`src/logic/gpio_defs.svh`:
```
`ifndef GPIO_DEFS_SVH
`define GPIO_DEFS_SVH
// Contract
// - Input line reads live pad level
// - Output line driven by written value
// - Alternate line follows internal function logic
// - All lines input after reset
// - Lines 1-4 audio, 6 alarm, 7 status
// - Outputs drive push-pull both levels
// - Status indicator only on line seven
// - Pad inverted; off, on states fixed
// - Idle or dial-up: 1s on, 2s off
// - Power saving: lamp follows wake events
// - Any line selectable as SIM detect
`define GPIO_NUM_LINES     7
`define REG_DIR            12'h000
`define REG_OUT            12'h004
`define REG_IN             12'h008
`define REG_ALT            12'h00c
`define REG_STATUS_CFG     12'h010
`define REG_SIMDET         12'h014
`define REG_SIMDET_STATUS  12'h018
`define RST_DIR            7'h00
`define RST_OUT            7'h00
`define RST_ALT            7'h00
`define SIMDET_MODE_ON     2'h2
`define SIMDET_MODE_LSB    0
`define SIMDET_PIN_LSB     4
`define STAT_STATE_LSB     0
`define STAT_WAKE_LSB      4
`define CLK_HZ             200000000
`define LED_ON_MS          1000
`define LED_OFF_MS         2000
`define LED_TICK_MS        1
`define LED_TICK_CYCLES    ((`CLK_HZ / 1000) * `LED_TICK_MS)
`endif

```
`src/logic/gpio_pkg.sv`:
```
package gpio_pkg;
  typedef enum logic [2:0] {
    DEV_OFF        = 3'b000,
    DEV_UNREG      = 3'b001,
    DEV_REG_IDLE   = 3'b010,
    DEV_REG_SAVING = 3'b011,
    DEV_VOICE_CALL = 3'b100,
    DEV_DIAL_UP    = 3'b101
  } dev_state_t;
  typedef struct packed {
    logic [6:0] o;
    logic [6:0] oe;
  } pad_drive_t;
  typedef struct packed {
    logic frame;
    logic tx;
    logic clk;
    logic frame_oe;
    logic tx_oe;
    logic clk_oe;
    logic alarm;
  } alt_drive_t;
endpackage : gpio_pkg

```
`src/logic/status_blinker.sv`:
```
`timescale 1ns/10ps
`include "gpio_defs.svh"
module status_blinker #(
  parameter int unsigned TICK_CYCLES = `LED_TICK_CYCLES,
  parameter int unsigned ON_TICKS    = `LED_ON_MS / `LED_TICK_MS,
  parameter int unsigned OFF_TICKS   = `LED_OFF_MS / `LED_TICK_MS
) (
  input  wire logic                  pclk,
  input  wire logic                  presetn,
  input  wire gpio_pkg::dev_state_t  dev_state,
  input  wire logic                  wake_event,
  output logic                       lamp_on
);
  import gpio_pkg::*;
  // Counters are 24 and 16 bits wide
  if (TICK_CYCLES < 1 || ON_TICKS < 1 || OFF_TICKS < 1 || TICK_CYCLES > 32'h1000000 ||
      ON_TICKS + OFF_TICKS > 32'h10000) begin : g_bad_timing
    $error("status_blinker: bad timing parameters");
  end
  logic [23:0] div_cnt;
  logic        tick;
  logic [15:0] phase;
  dev_state_t  last_state;
  // Millisecond enable pulse
  always_ff @(posedge pclk or negedge presetn) begin
    if (!presetn) begin
      div_cnt <= 24'h000000;
    end else if (div_cnt == 24'(TICK_CYCLES - 1)) begin
      div_cnt <= 24'h000000;
    end else begin
      div_cnt <= div_cnt + 24'h000001;
    end
  end
  assign tick = (div_cnt == 24'(TICK_CYCLES - 1));
  always_ff @(posedge pclk or negedge presetn) begin
    if (!presetn) begin
      last_state <= DEV_OFF;
    end else begin
      last_state <= dev_state;
    end
  end
  always_ff @(posedge pclk or negedge presetn) begin
    if (!presetn) begin
      phase <= 16'h0000;
    end else if (last_state != dev_state) begin
      phase <= 16'h0000;
    end else if (tick) begin
      if (phase == 16'(ON_TICKS + OFF_TICKS - 1)) begin
        phase <= 16'h0000;
      end else begin
        phase <= phase + 16'h0001;
      end
    end
  end
  always_ff @(posedge pclk or negedge presetn) begin
    if (!presetn) begin
      lamp_on <= 1'b0;
    end else begin
      case (dev_state)
        DEV_OFF:        lamp_on <= 1'b0;
        DEV_UNREG:      lamp_on <= 1'b1;
        DEV_VOICE_CALL: lamp_on <= 1'b1;
        DEV_REG_IDLE:   lamp_on <= (phase < 16'(ON_TICKS));
        DEV_DIAL_UP:    lamp_on <= (phase < 16'(ON_TICKS));
        DEV_REG_SAVING: lamp_on <= wake_event;
        default:        lamp_on <= 1'b0;
      endcase
    end
  end
endmodule : status_blinker

```
`src/logic/gpio_port.sv`:
```
// The register addresses and the APB slave port were chosen for this implementation.
`timescale 1ns/10ps
`include "gpio_defs.svh"
module gpio_port #(
  parameter int unsigned NUM_LINES   = `GPIO_NUM_LINES,
  parameter int unsigned TICK_CYCLES = `LED_TICK_CYCLES
) (
  input  wire logic                  pclk,
  input  wire logic                  presetn,
  input  wire logic                  psel,
  input  wire logic                  penable,
  input  wire logic                  pwrite,
  input  wire logic [11:0]           paddr,
  input  wire logic [31:0]           pwdata,
  output logic [31:0]                prdata,
  output logic                       pready,
  output logic                       pslverr,
  input  wire logic [6:0]            pad_i,
  output gpio_pkg::pad_drive_t       pad_drive,
  input  wire gpio_pkg::alt_drive_t  alt_drive,
  output logic                       audio_rx,
  input  wire logic                  power_wake,
  output logic                       sim_presence_detect
);
  import gpio_pkg::*;
  if (NUM_LINES != 7) begin : g_bad_lines
    $error("gpio_port: only seven lines are supported");
  end
  logic [6:0] dir;
  logic [6:0] out_val;
  logic [6:0] alt_en;
  logic [6:0] sync1;
  logic [6:0] sync2;
  logic [2:0] stat_cfg;
  logic       stat_wake;
  logic [1:0] simdet_mode;
  logic [2:0] simdet_pin;
  logic       lamp_on;
  logic       wr_en;
  logic       rd_en;
  logic       addr_ok;
  logic [31:0] next_prdata;
  dev_state_t dev_state;
  pad_drive_t next_drive;

  assign wr_en   = psel && penable && pwrite;
  assign rd_en   = psel && penable && !pwrite;
  assign pready  = 1'b1;
  assign pslverr = psel && penable && !addr_ok;
  assign dev_state = dev_state_t'(stat_cfg);

  always_ff @(posedge pclk or negedge presetn) begin
    if (!presetn) begin
      sync1 <= 7'h00;
      sync2 <= 7'h00;
    end else begin
      sync1 <= pad_i;
      sync2 <= sync1;
    end
  end

  always_ff @(posedge pclk or negedge presetn) begin
    if (!presetn) begin
      dir     <= `RST_DIR;
      out_val <= `RST_OUT;
      alt_en  <= `RST_ALT;
    end else if (wr_en) begin
      if (paddr == `REG_DIR) begin
        dir <= pwdata[6:0];
      end else if (paddr == `REG_OUT) begin
        out_val <= pwdata[6:0];
      end else if (paddr == `REG_ALT) begin
        alt_en <= pwdata[6:0] & 7'h6f;
      end
    end
  end

  always_ff @(posedge pclk or negedge presetn) begin
    if (!presetn) begin
      stat_cfg  <= 3'h0;
      stat_wake <= 1'b0;
    end else begin
      if (wr_en && paddr == `REG_STATUS_CFG) begin
        stat_cfg  <= pwdata[`STAT_STATE_LSB +: 3];
        stat_wake <= pwdata[`STAT_WAKE_LSB];
      end else begin
        stat_wake <= power_wake;
      end
    end
  end

  always_ff @(posedge pclk or negedge presetn) begin
    if (!presetn) begin
      simdet_mode <= 2'h0;
      simdet_pin  <= 3'h0;
    end else if (wr_en && paddr == `REG_SIMDET) begin
      simdet_mode <= pwdata[`SIMDET_MODE_LSB +: 2];
      if (pwdata[`SIMDET_PIN_LSB +: 3] < 3'h7) begin
        simdet_pin <= pwdata[`SIMDET_PIN_LSB +: 3];
      end
    end
  end

  always_ff @(posedge pclk or negedge presetn) begin
    if (!presetn) begin
      sim_presence_detect <= 1'b0;
    end else begin
      sim_presence_detect <= (simdet_mode == `SIMDET_MODE_ON) && sync2[simdet_pin];
    end
  end

  status_blinker #(
    .TICK_CYCLES (TICK_CYCLES)
  ) u_blinker (
    .pclk       (pclk),
    .presetn    (presetn),
    .dev_state  (dev_state),
    .wake_event (stat_wake),
    .lamp_on    (lamp_on)
  );

  // Pad drive mux
  always_comb begin
    next_drive.o  = 7'h00;
    next_drive.oe = 7'h00;
    for (int i = 0; i < 7; i++) begin
      next_drive.o[i]  = out_val[i];
      next_drive.oe[i] = dir[i];
    end
    if (alt_en[0]) begin
      next_drive.o[0]  = alt_drive.frame;
      next_drive.oe[0] = alt_drive.frame_oe;
    end
    if (alt_en[1]) begin
      next_drive.o[1]  = 1'b0;
      next_drive.oe[1] = 1'b0;
    end
    if (alt_en[2]) begin
      next_drive.o[2]  = alt_drive.tx;
      next_drive.oe[2] = alt_drive.tx_oe;
    end
    if (alt_en[3]) begin
      next_drive.o[3]  = alt_drive.clk;
      next_drive.oe[3] = alt_drive.clk_oe;
    end
    if (alt_en[5]) begin
      next_drive.o[5]  = alt_drive.alarm;
      next_drive.oe[5] = 1'b1;
    end
    if (alt_en[6]) begin
      next_drive.o[6]  = ~lamp_on;
      next_drive.oe[6] = 1'b1;
    end
  end

  always_ff @(posedge pclk or negedge presetn) begin
    if (!presetn) begin
      pad_drive <= '0;
      audio_rx  <= 1'b0;
    end else begin
      pad_drive <= next_drive;
      audio_rx  <= alt_en[1] & sync2[1];
    end
  end

  // Register read decode
  always_comb begin
    addr_ok     = 1'b1;
    next_prdata = 32'h00000000;
    if (paddr == `REG_DIR) begin
      next_prdata[6:0] = dir;
    end else if (paddr == `REG_OUT) begin
      next_prdata[6:0] = out_val;
    end else if (paddr == `REG_IN) begin
      next_prdata[6:0] = sync2;
    end else if (paddr == `REG_ALT) begin
      next_prdata[6:0] = alt_en;
    end else if (paddr == `REG_STATUS_CFG) begin
      next_prdata[`STAT_STATE_LSB +: 3] = stat_cfg;
      next_prdata[`STAT_WAKE_LSB]       = stat_wake;
    end else if (paddr == `REG_SIMDET) begin
      next_prdata[`SIMDET_MODE_LSB +: 2] = simdet_mode;
      next_prdata[`SIMDET_PIN_LSB +: 3]  = simdet_pin;
    end else if (paddr == `REG_SIMDET_STATUS) begin
      next_prdata[0] = sim_presence_detect;
      next_prdata[1] = lamp_on;
    end else begin
      addr_ok = 1'b0;
    end
  end

  always_ff @(posedge pclk or negedge presetn) begin
    if (!presetn) begin
      prdata <= 32'h00000000;
    end else if (psel && !penable && !pwrite) begin
      prdata <= next_prdata;
    end
  end

  // Assertions
  // Idle pads after reset
  a_reset_inputs: assert property (@(posedge pclk)
    $rose(presetn) |-> pad_drive.oe == 7'h00)
    else $error("pads driven after reset");
  a_out_follow: assert property (@(posedge pclk) disable iff (!presetn)
    (dir[4] && !alt_en[4]) |=> pad_drive.o[4] == $past(out_val[4]))
    else $error("line five output mismatch");
  a_sync_delay: assert property (@(posedge pclk) disable iff (!presetn)
    presetn |-> ##2 sync2 == $past(pad_i, 2))
    else $error("synchroniser latency wrong");
  a_stat_invert: assert property (@(posedge pclk) disable iff (!presetn)
    alt_en[6] |=> pad_drive.o[6] == !$past(lamp_on) && pad_drive.oe[6])
    else $error("status pad not inverted");
  a_line5_noalt: assert property (@(posedge pclk) disable iff (!presetn)
    alt_en[4] == 1'b0)
    else $error("line five alternate set");
  a_sim_mode: assert property (@(posedge pclk) disable iff (!presetn)
    sim_presence_detect |-> $past(simdet_mode) == `SIMDET_MODE_ON)
    else $error("detect without mode two");
  a_alarm_alt: assert property (@(posedge pclk) disable iff (!presetn)
    alt_en[5] |=> pad_drive.oe[5] && pad_drive.o[5] == $past(alt_drive.alarm))
    else $error("alarm not on line six");
  a_unreg_on: assert property (@(posedge pclk) disable iff (!presetn)
    (dev_state == DEV_UNREG) [*2] |-> lamp_on)
    else $error("lamp off while unregistered");
  c_stat_blink: cover property (@(posedge pclk) disable iff (!presetn)
    alt_en[6] && $fell(pad_drive.o[6]));
  c_sim_detect: cover property (@(posedge pclk) disable iff (!presetn)
    $rose(sim_presence_detect));
  c_out_drive: cover property (@(posedge pclk) disable iff (!presetn)
    $rose(pad_drive.oe[4]));
  c_wake_lamp: cover property (@(posedge pclk) disable iff (!presetn)
    dev_state == DEV_REG_SAVING && $rose(lamp_on));
  c_dial_blink: cover property (@(posedge pclk) disable iff (!presetn)
    dev_state == DEV_DIAL_UP && $fell(lamp_on));
  a_plain_drive: assert property (@(posedge pclk) disable iff (!presetn)
    1'b1 |=> (pad_drive.oe & ~$past(alt_en)) == ($past(dir) & ~$past(alt_en)) &&
      (pad_drive.o & ~$past(alt_en)) == ($past(out_val) & ~$past(alt_en)))
    else $error("plain line drive mismatch");
  a_dir_write: assert property (@(posedge pclk) disable iff (!presetn)
    (wr_en && paddr == `REG_DIR) |=> dir == $past(pwdata[6:0]))
    else $error("direction write lost");
  a_out_write: assert property (@(posedge pclk) disable iff (!presetn)
    (wr_en && paddr == `REG_OUT) |=> out_val == $past(pwdata[6:0]))
    else $error("output write lost");
  a_alt_mask: assert property (@(posedge pclk) disable iff (!presetn)
    (wr_en && paddr == `REG_ALT) |=> alt_en == ($past(pwdata[6:0]) & 7'h6f))
    else $error("alternate write mask wrong");
  a_rx_input: assert property (@(posedge pclk) disable iff (!presetn)
    alt_en[1] |=> !pad_drive.oe[1])
    else $error("receive line driven");
  a_rx_sample: assert property (@(posedge pclk) disable iff (!presetn)
    1'b1 |=> audio_rx == ($past(alt_en[1]) && $past(sync2[1])))
    else $error("receive data mismatch");
  a_frame_alt: assert property (@(posedge pclk) disable iff (!presetn)
    alt_en[0] |=> pad_drive.o[0] == $past(alt_drive.frame) &&
      pad_drive.oe[0] == $past(alt_drive.frame_oe))
    else $error("frame line mismatch");
  a_tx_alt: assert property (@(posedge pclk) disable iff (!presetn)
    alt_en[2] |=> pad_drive.o[2] == $past(alt_drive.tx) &&
      pad_drive.oe[2] == $past(alt_drive.tx_oe))
    else $error("transmit line mismatch");
  a_clk_alt: assert property (@(posedge pclk) disable iff (!presetn)
    alt_en[3] |=> pad_drive.o[3] == $past(alt_drive.clk) &&
      pad_drive.oe[3] == $past(alt_drive.clk_oe))
    else $error("bit clock line mismatch");
  a_stat_gated: assert property (@(posedge pclk) disable iff (!presetn)
    !alt_en[6] |=> pad_drive.o[6] == $past(out_val[6]) &&
      pad_drive.oe[6] == $past(dir[6]))
    else $error("indicator without alternate");
  a_off_dark: assert property (@(posedge pclk) disable iff (!presetn)
    (dev_state == DEV_OFF) [*2] |-> !lamp_on)
    else $error("lamp on while off");
  a_voice_on: assert property (@(posedge pclk) disable iff (!presetn)
    (dev_state == DEV_VOICE_CALL) [*2] |-> lamp_on)
    else $error("lamp off in voice call");
  a_wake_follow: assert property (@(posedge pclk) disable iff (!presetn)
    (dev_state == DEV_REG_SAVING) |=> lamp_on == $past(stat_wake))
    else $error("lamp not following wake");
  a_sim_follow: assert property (@(posedge pclk) disable iff (!presetn)
    (simdet_mode == `SIMDET_MODE_ON) |=>
      sim_presence_detect == |($past(sync2) & (7'h01 << $past(simdet_pin))))
    else $error("detect not following line");
  a_read_data: assert property (@(posedge pclk) disable iff (!presetn)
    rd_en |-> prdata == $past(next_prdata))
    else $error("read data not from setup");
  a_in_read: assert property (@(posedge pclk) disable iff (!presetn)
    (psel && !penable && !pwrite && paddr == `REG_IN) |=> prdata[6:0] == $past(sync2))
    else $error("input read mismatch");
  // Offsets past the last register refused
  a_unmapped_err: assert property (@(posedge pclk) disable iff (!presetn)
    (psel && penable && paddr > `REG_SIMDET_STATUS) |-> pslverr)
    else $error("unmapped access not refused");
endmodule : gpio_port

```
`config.mk`:
```
export PLATFORM = sky130hd
export DESIGN_NAME = gpio_port
export DESIGN_NICKNAME = d
export VERILOG_FILES = /design/src/logic/gpio_pkg.sv /design/src/logic/status_blinker.sv /design/src/logic/gpio_port.sv
export VERILOG_INCLUDE_DIRS = /design/src /design/src/logic
export SDC_FILE = /design/constraint.sdc
export NUM_CORES = 1
export LEC_CHECK = 0
export ABC_AREA = 1
export BUFFER_PORTS_ARGS = -buffer_cell sky130_fd_sc_hd__buf_4
export CAP_MARGIN = 25
export CORE_MARGIN = 8
export CORE_UTILIZATION = 60
export CTS_CLUSTER_SIZE = 24
export DETAILED_ROUTE_END_ITERATION = 6
export PLACE_DENSITY = 0.86
export REMOVE_ABC_BUFFERS = 1
export SYNTH_ARGS = -nofsm -noshare
export SYNTH_HDL_FRONTEND = slang
export SYNTH_SLANG_ARGS = --single-unit
```
`constraint.sdc`:
```
create_clock -name pclk -period 3.29 [get_ports pclk]
set_clock_uncertainty 0.2 [all_clocks]
set_input_delay 0.1645 -clock pclk [delete_from_list [all_inputs] [get_ports pclk]]
set_output_delay 0.1645 -clock pclk [all_outputs]
set_load 0.005 [all_outputs]
```
======== After elaboration in Yosys (flattened, before gate mapping) ========
Index checks and enable logic that the tools add are counted.
cells by class
  bitwise operators ....................... 4
  add/sub/neg operators ................... 2
  eq/ne operators ......................... 15
  reduce and logical (&&, ||, !) cells .... 19
  magnitude comparators ................... 3
  mux-type cells .......................... 40
operators by type and width
  operator                                                count
  two-way mux 16 bit                                      3
  equality test 12 x 5 -> 1 bit (second input constant)   3
  adder 24 x 1 -> 24 bit (second input constant)          1
  equality test 12 x 4 -> 1 bit (second input constant)   2
  equality test 24 x 18 -> 1 bit (second input constant)  1
  two-way mux 1 bit                                       24
  two-way mux 24 bit                                      1
  two-way mux 7 bit                                       3
  adder 16 x 1 -> 16 bit (second input constant)          1
  equality test 16 x 12 -> 1 bit (second input constant)  1
  < comparator 16 x 10 -> 1 bit (second input constant)   1
  equality test 12 x 3 -> 1 bit (second input constant)   1
  zero test 12 bit                                        1
  two-way mux 3 bit                                       3
  logical AND 1 bit                                       8
  two-way mux 2 bit                                       4
  equality test 3 x 2 -> 1 bit (second input constant)    2
  equality test 3 bit (second input constant)             2
  < comparator 3 x 4 -> 1 bit (second input constant)     1
  AND reduction 2 bit                                     2
  AND reduction 4 bit                                     1
  OR reduction 2 bit                                      2
  binary-select mux 1 bit (select 3 bit)                  1
  equality test 3 x 1 -> 1 bit (second input constant)    1
  other kinds (9)                                         13
storage, ports and cells
  output and inout bits ................... 50
  word-level logic and storage cells ...... 101
  bits in registers ....................... 110
  input port bits ......................... 64

======== Depth between registers and ports, before layout ========
  depth after elaboration ................. 10
  depth in mapped cells ................... 11
  gate-level depth less buffers ........... 11

======== By module ========
Synthesis repeated with hierarchy kept, for this count alone.
unflattened totals
  cell total of the unflattened synthesis .. 780
  area, all modules ....................... 6000.8 um2
by module, submodules not included
  module          sequential area each (um2)  instances  area an instance (um2)  cells an instance
  gpio_port       1651.6                      1          3188.1                  370
  status_blinker  1101.1                      1          2812.7                  410

======== Worst setup path after synthesis ========
OpenSTA, ideal clock, no wires.
  kind .................................... register to register
  from .................................... register u_blinker.div_cnt[0]
  to ...................................... register u_blinker.div_cnt[14]
  cell stages (with the launch flop) ...... 10
  arrival time ............................ 1451 ps
  path buffers ............................ 0
  period minus slack after synthesis ...... 1766 ps
  data required time ...................... 2975 ps
  setup time .............................. 115 ps
  setup slack ............................. 1524 ps
  cells stage by stage .................... dfrtp_1 > ha_1 > nand2_2 > nor2_4 > nand2_1 > nor3_4 > nand4_2 > or2_0 > nand3_1 > inv_1
on the way
  word-level cells in the longest chain between the ends .. 2
  elaborated cells on any way between the ends .. 3
  classes of those cells .................. add/sub: 1; eq/ne: 1; mux: 1
RTL lines
  item                                                                             RTL line                                    text
  from (decl)                                                                      status_blinker.sv:20                        logic [23:0] div_cnt;
  from (signal assigned)                                                           status_blinker.sv:31                        div_cnt <= div_cnt + 24'h000001;
  adder 24 x 1 -> 24 bit / equality test 24 x 18 -> 1 bit (equally long branches)  status_blinker.sv:31, status_blinker.sv:28
  two-way mux 24 bit *                                                             status_blinker.sv:28                        end else if (div_cnt == 24'(TICK_CYCLES - 1)) begin
Mark *: on every way between the ends. The rest lies on a longest branch, timed or not.
A chain may end at the register's enable or synchronous reset.

======== Final worst setup path ========
  from .................................... input paddr[2]
  to ...................................... output pslverr
on the way
  word-level cells in the longest chain between the ends .. 10
  elaborated cells on any way between the ends .. 16
  classes of those cells .................. eq/ne: 6; mux: 7; reduce/logical: 3
RTL lines
  item                                     RTL line          text
  from (decl)                              gpio_port.sv:13   input wire logic [11:0] paddr,
  equality test 12 x 5 -> 1 bit (no line)  -
  two-way mux 1 bit                        gpio_port.sv:184  end else if (paddr == `REG_SIMDET_STATUS) begin
  two-way mux 1 bit                        gpio_port.sv:181  end else if (paddr == `REG_SIMDET) begin
  two-way mux 1 bit                        gpio_port.sv:178  end else if (paddr == `REG_STATUS_CFG) begin
  two-way mux 1 bit                        gpio_port.sv:176  end else if (paddr == `REG_ALT) begin
  two-way mux 1 bit                        gpio_port.sv:174  end else if (paddr == `REG_IN) begin
  two-way mux 1 bit                        gpio_port.sv:172  end else if (paddr == `REG_OUT) begin
  two-way mux 1 bit *                      gpio_port.sv:170  if (paddr == `REG_DIR) begin
  zero test 1 bit *                        gpio_port.sv:49   assign pslverr = psel && penable && !addr_ok;
  logical AND 1 bit *                      gpio_port.sv:49
  to (decl)                                gpio_port.sv:17   output logic pslverr,
Marks and branches as above.

==> metrics list <==
- Met1 track demand over resource in global routing: 26.35%
* Crit-path slowest cell: dlygate4sd3_1
- During I/O placement, the number of pins put on the boundary was 114.
- The clock net in this run drives a total of 110 sinks.
* Ordered cell list for the critical path: dlygate4sd3_1 -> buf_4 -> inv_1 -> nor2_1 -> nand4_1 -> nand4_1 -> nor4_1 -> buf_4
- After routing, the total negative slack on setup checks comes to 0 ns.
- The final critical path takes up 66.56% of the cycle.
- Setup violators final: 0
- After synthesis, flip-flops and latches occupy 48.19% of the total area.
- Buffers placed on the I/O ports in this run total 62.
- Counting the fill cells in the layout gives 712.
- Unrepaired setup endpoints after global routing: false
- For this block, the via count after detailed routing is 4,894.
- In this run the static leakage power is 3.440 nW.
- Synthesized area per cell: 8.195 um^2
* Die height: 113.6 um
* Status: finished clean
* Switching pwr: 0.6468 mW
- On the critical path the largest part of the delay comes from buffers and inverters.
- Antenna Violating Nets Remaining: 0
- After technology mapping, the gate count stands at 697.
- Number of global-route vias before repair: 5,062
- Number of endpoints with negative hold slack in the final report: 0
- Initial antenna violation count: 0
* Worst Tran Pin Value: 0.7217 ns
* Final GP Congestion: 0.9041
* Most congested layer reported by global routing: met2
- Max Buffers Root-to-Sink: 2
- Crit-path max cell delay: 0.53 ns
* Yosys top cell by area: dfrtp_1
- Cells fill 72.55% of the core in the end.
- P&R area growth vs syn: 17.37%
- Highest net fanout along the worst path: 5
- Async S/R FF share, synth: 100.0%
- STA classifies the critical path startpoint as an input port.
- For this run, global-route usage on met3 was measured as 4.543%.
* Met2 capacity usage during global routing: 39.49%
- The netlist uses 49 different library cells.
* Share of Yosys cell area claimed by the top area cell type: 48.19%
- Clock tree from TritonCTS: done
- In this run switching power makes up 26.70% of total power.
* Total global routing track utilization: 22.26%
- Final wirelength: 13,960 um
- Number of enable-type register cells in the synthesized netlist: 0
- IR drop worst, VDD: 0.2936 mV
- For the worst setup path, the data arrival time is 1.83 ns.
* Initial drt markers: 366
* Leading post-synthesis cells by cell area: dfrtp_1, nand2_1, inv_1
- WS Path Type: in -> out
- CTS built an H-tree with a depth of 3.
- # DRC: 0
* Latest clock arrival within the worst-skew pair: 0.38 ns
- Clock-pin slew was measured on the worst setup and hold paths at 0.12 ns.
- First-pass DRT Iterations: 5
- After global routing the overflow that remains totals 0.
* Final HPWL DP: 10,330 um
- The internal power of the cells totals 1.775 mW.
- The worst path needs 2.190 ns of the cycle, external delays included.
- Relative contribution of combinational cells to total power: 6.9%
- Worst slew margin: 51.73%
- Per report_power, the sequential group accounts for 57.0% of the total.
* FF+latch area: 2753 um^2
- First-pass GRT wire length: 23,380 um
- The tree is rooted in a clkbuf_8.
- Yosys warns: 0
- The number of clock buffers added by TritonCTS is 9.
- Dividing total power by cell area gives a power density of 361.3 nW/um^2.
- The core region is 9240 um^2.
* Fraction of layout cells with a size suffix above 1: 14.61%
- The most used flip-flop cell after synthesis is dfrtp_1.
- Largest net degree at the start of global routing: 61
* Final Slew Violations: 0
- The tool flagged a number of max-cap violations equal to 0.
- Synthesis inferred 110 register bits.
- The worst hold path belongs to the class in -> reg.
- The final layout contains 855 nets.
- Initial core utilization: 61.81%
- Site row count: 35
* Share of power burned in the clock network: 36.1%
- Drt via density: 5.302
* Buffering stage count on the worst path with inverters included: 4
* Required arrival time at the worst endpoint: 2.93 ns
* Area occupied by multi-input gates: 2431 um^2
- Area of the mapped netlist: 5712 um^2
- Element type at the critical path end: primary output
* Antenna cell count: 0
* Routed length per placed instance: 15.13 um
- The floorplan step defined a die boundary enclosing 12,900 um^2.
- The floorplan step set the die width to 113.6 um.
- Fmax: 456.6 MHz
registers in the layout, summed over array words and instances, names as in the netlist, 6 cells and up:
register and cells:
alt_en 6, dir 7, prdata 7, out_val 7
pad_drive 14, u_blinker.div_cnt 24, u_blinker.phase 16, sync2 7
sync1 7
what timing repair did:
| item | 4_1_cts | 5_1_grt |
|---|---|---|
| hold endpoints to repair | 93 | 0 |
| hold buffers | 25 | 0 |
| setup buffers | 0 | 0 |
| resized for setup | 0 | 0 |
cell usage after synthesis, drive strengths merged, types with 6 or more instances:
cell / n
buf: 32
nor4: 6
a21oi: 11
nor3: 20
o21ai: 54
inv: 102
xor2: 24
nand2: 153
or2: 9
nand4: 31
dfrtp: 110
nand3: 43
nor2: 77
through the flow:
stage          power [mW]  hold WS (ns)  setup WS (ns)  area [um^2]  instances
3_5_place_dp        1.549       0.02239          1.221         6228        882
2_1_floorplan       1.449       -0.3311          1.524         5567        688
4_1_cts             2.433      0.003123          1.118         6704        923
3_3_place_gp        1.546       0.02196          1.264         6228        882
5_1_grt             2.507       0.01215         0.9918         6704        923
6_report            2.422      0.005858          1.100         6704        923
power by group through the flow:
stage | clock network [mW] | logic (mW) | registers, mW
finish | 0.875 | 0.167 | 1.38
global route | 0.937 | 0.186 | 1.38
CTS | 0.885 | 0.166 | 1.38
detailed placement | 0 | 0.142 | 1.41
global placement | 0 | 0.140 | 1.41
floorplan | 0 | 0.0435 | 1.41
final timing paths:
path	slack, ns	to	startpoint	cells past startpoint
hold reg to reg	0.16	sync2[3]	sync1[3]	0
setup / recovery	1.10	pslverr	paddr[2]	8
min in group asynchronous	0.13	u_blinker.phase[6]	presetn	2
hold / removal	0.006	prdata[0]	penable	5
max in group asynchronous	2.05	alt_en[6]	presetn	3
setup reg to reg	1.19	u_blinker.phase[2]	u_blinker.div_cnt[0]	10
per-layer routing:
metal,up-vias,routed length (um)
met1,2321,5841
met5,-,0
met4,0,344
met2,161,7074
met3,30,701
li1,2382,-
layout make-up:
| class | instances | share of cell area [%] |
|---|---|---|
| Clock inverter | 7 | 1.512 |
| Tap cell | 129 | 2.408 |
| Inverter | 102 | 5.711 |
| Clock buffer | 9 | 1.848 |
| Multi-Input combinational cell | 476 | 36.26 |
| Sequential cell | 110 | 41.06 |
| Timing Repair Buffer | 90 | 11.20 |
cells by family (layout without fill, tap and decap cells):
| family | Yosys count | count (layout) | synth area share (%) |
|---|---|---|---|
| buffers and inverters | 135 | 208 | 10.82 |
| adder cells (fa/ha/maj) | 2 | 2 | 0.4380 |
| AO/OA/AOI/OAI | 81 | 81 | 7.842 |
| XOR/XNOR | 25 | 25 | 3.834 |
| other | 2 | 26 | 0.1315 |
| flip-flops | 110 | 110 | 48.19 |
| AND/OR/NAND/NOR | 342 | 342 | 28.74 |
tightest hold or removal path, cell delays in order:
cell and delay, ns:
buf_4 0.08, nor3_1 0.04, buf_4 0.16, nand2_1 0.07, nand2_1 0.04
cell usage in the layout (no fill, tap or decap), types with 3 or more instances in the layout:
cell type      instances
a21oi_1               11
buf_4                 64
clkbuf_8               9
clkinv_8               3
conb_1                26
dfrtp_1              110
dlygate4sd3_1         25
inv_1                 97
inv_2                  5
nand2_1              148
nand2_2                4
nand3_1               42
nand4_1               28
nor2_1                71
nor2_4                 3
nor3_1                15
nor3_2                 3
nor4_1                 4
o211ai_1               3
o21ai_0               45
o21ai_1                9
or2_2                  7
xor2_1                24
Note: power is estimated with default switching activity, not from simulation.
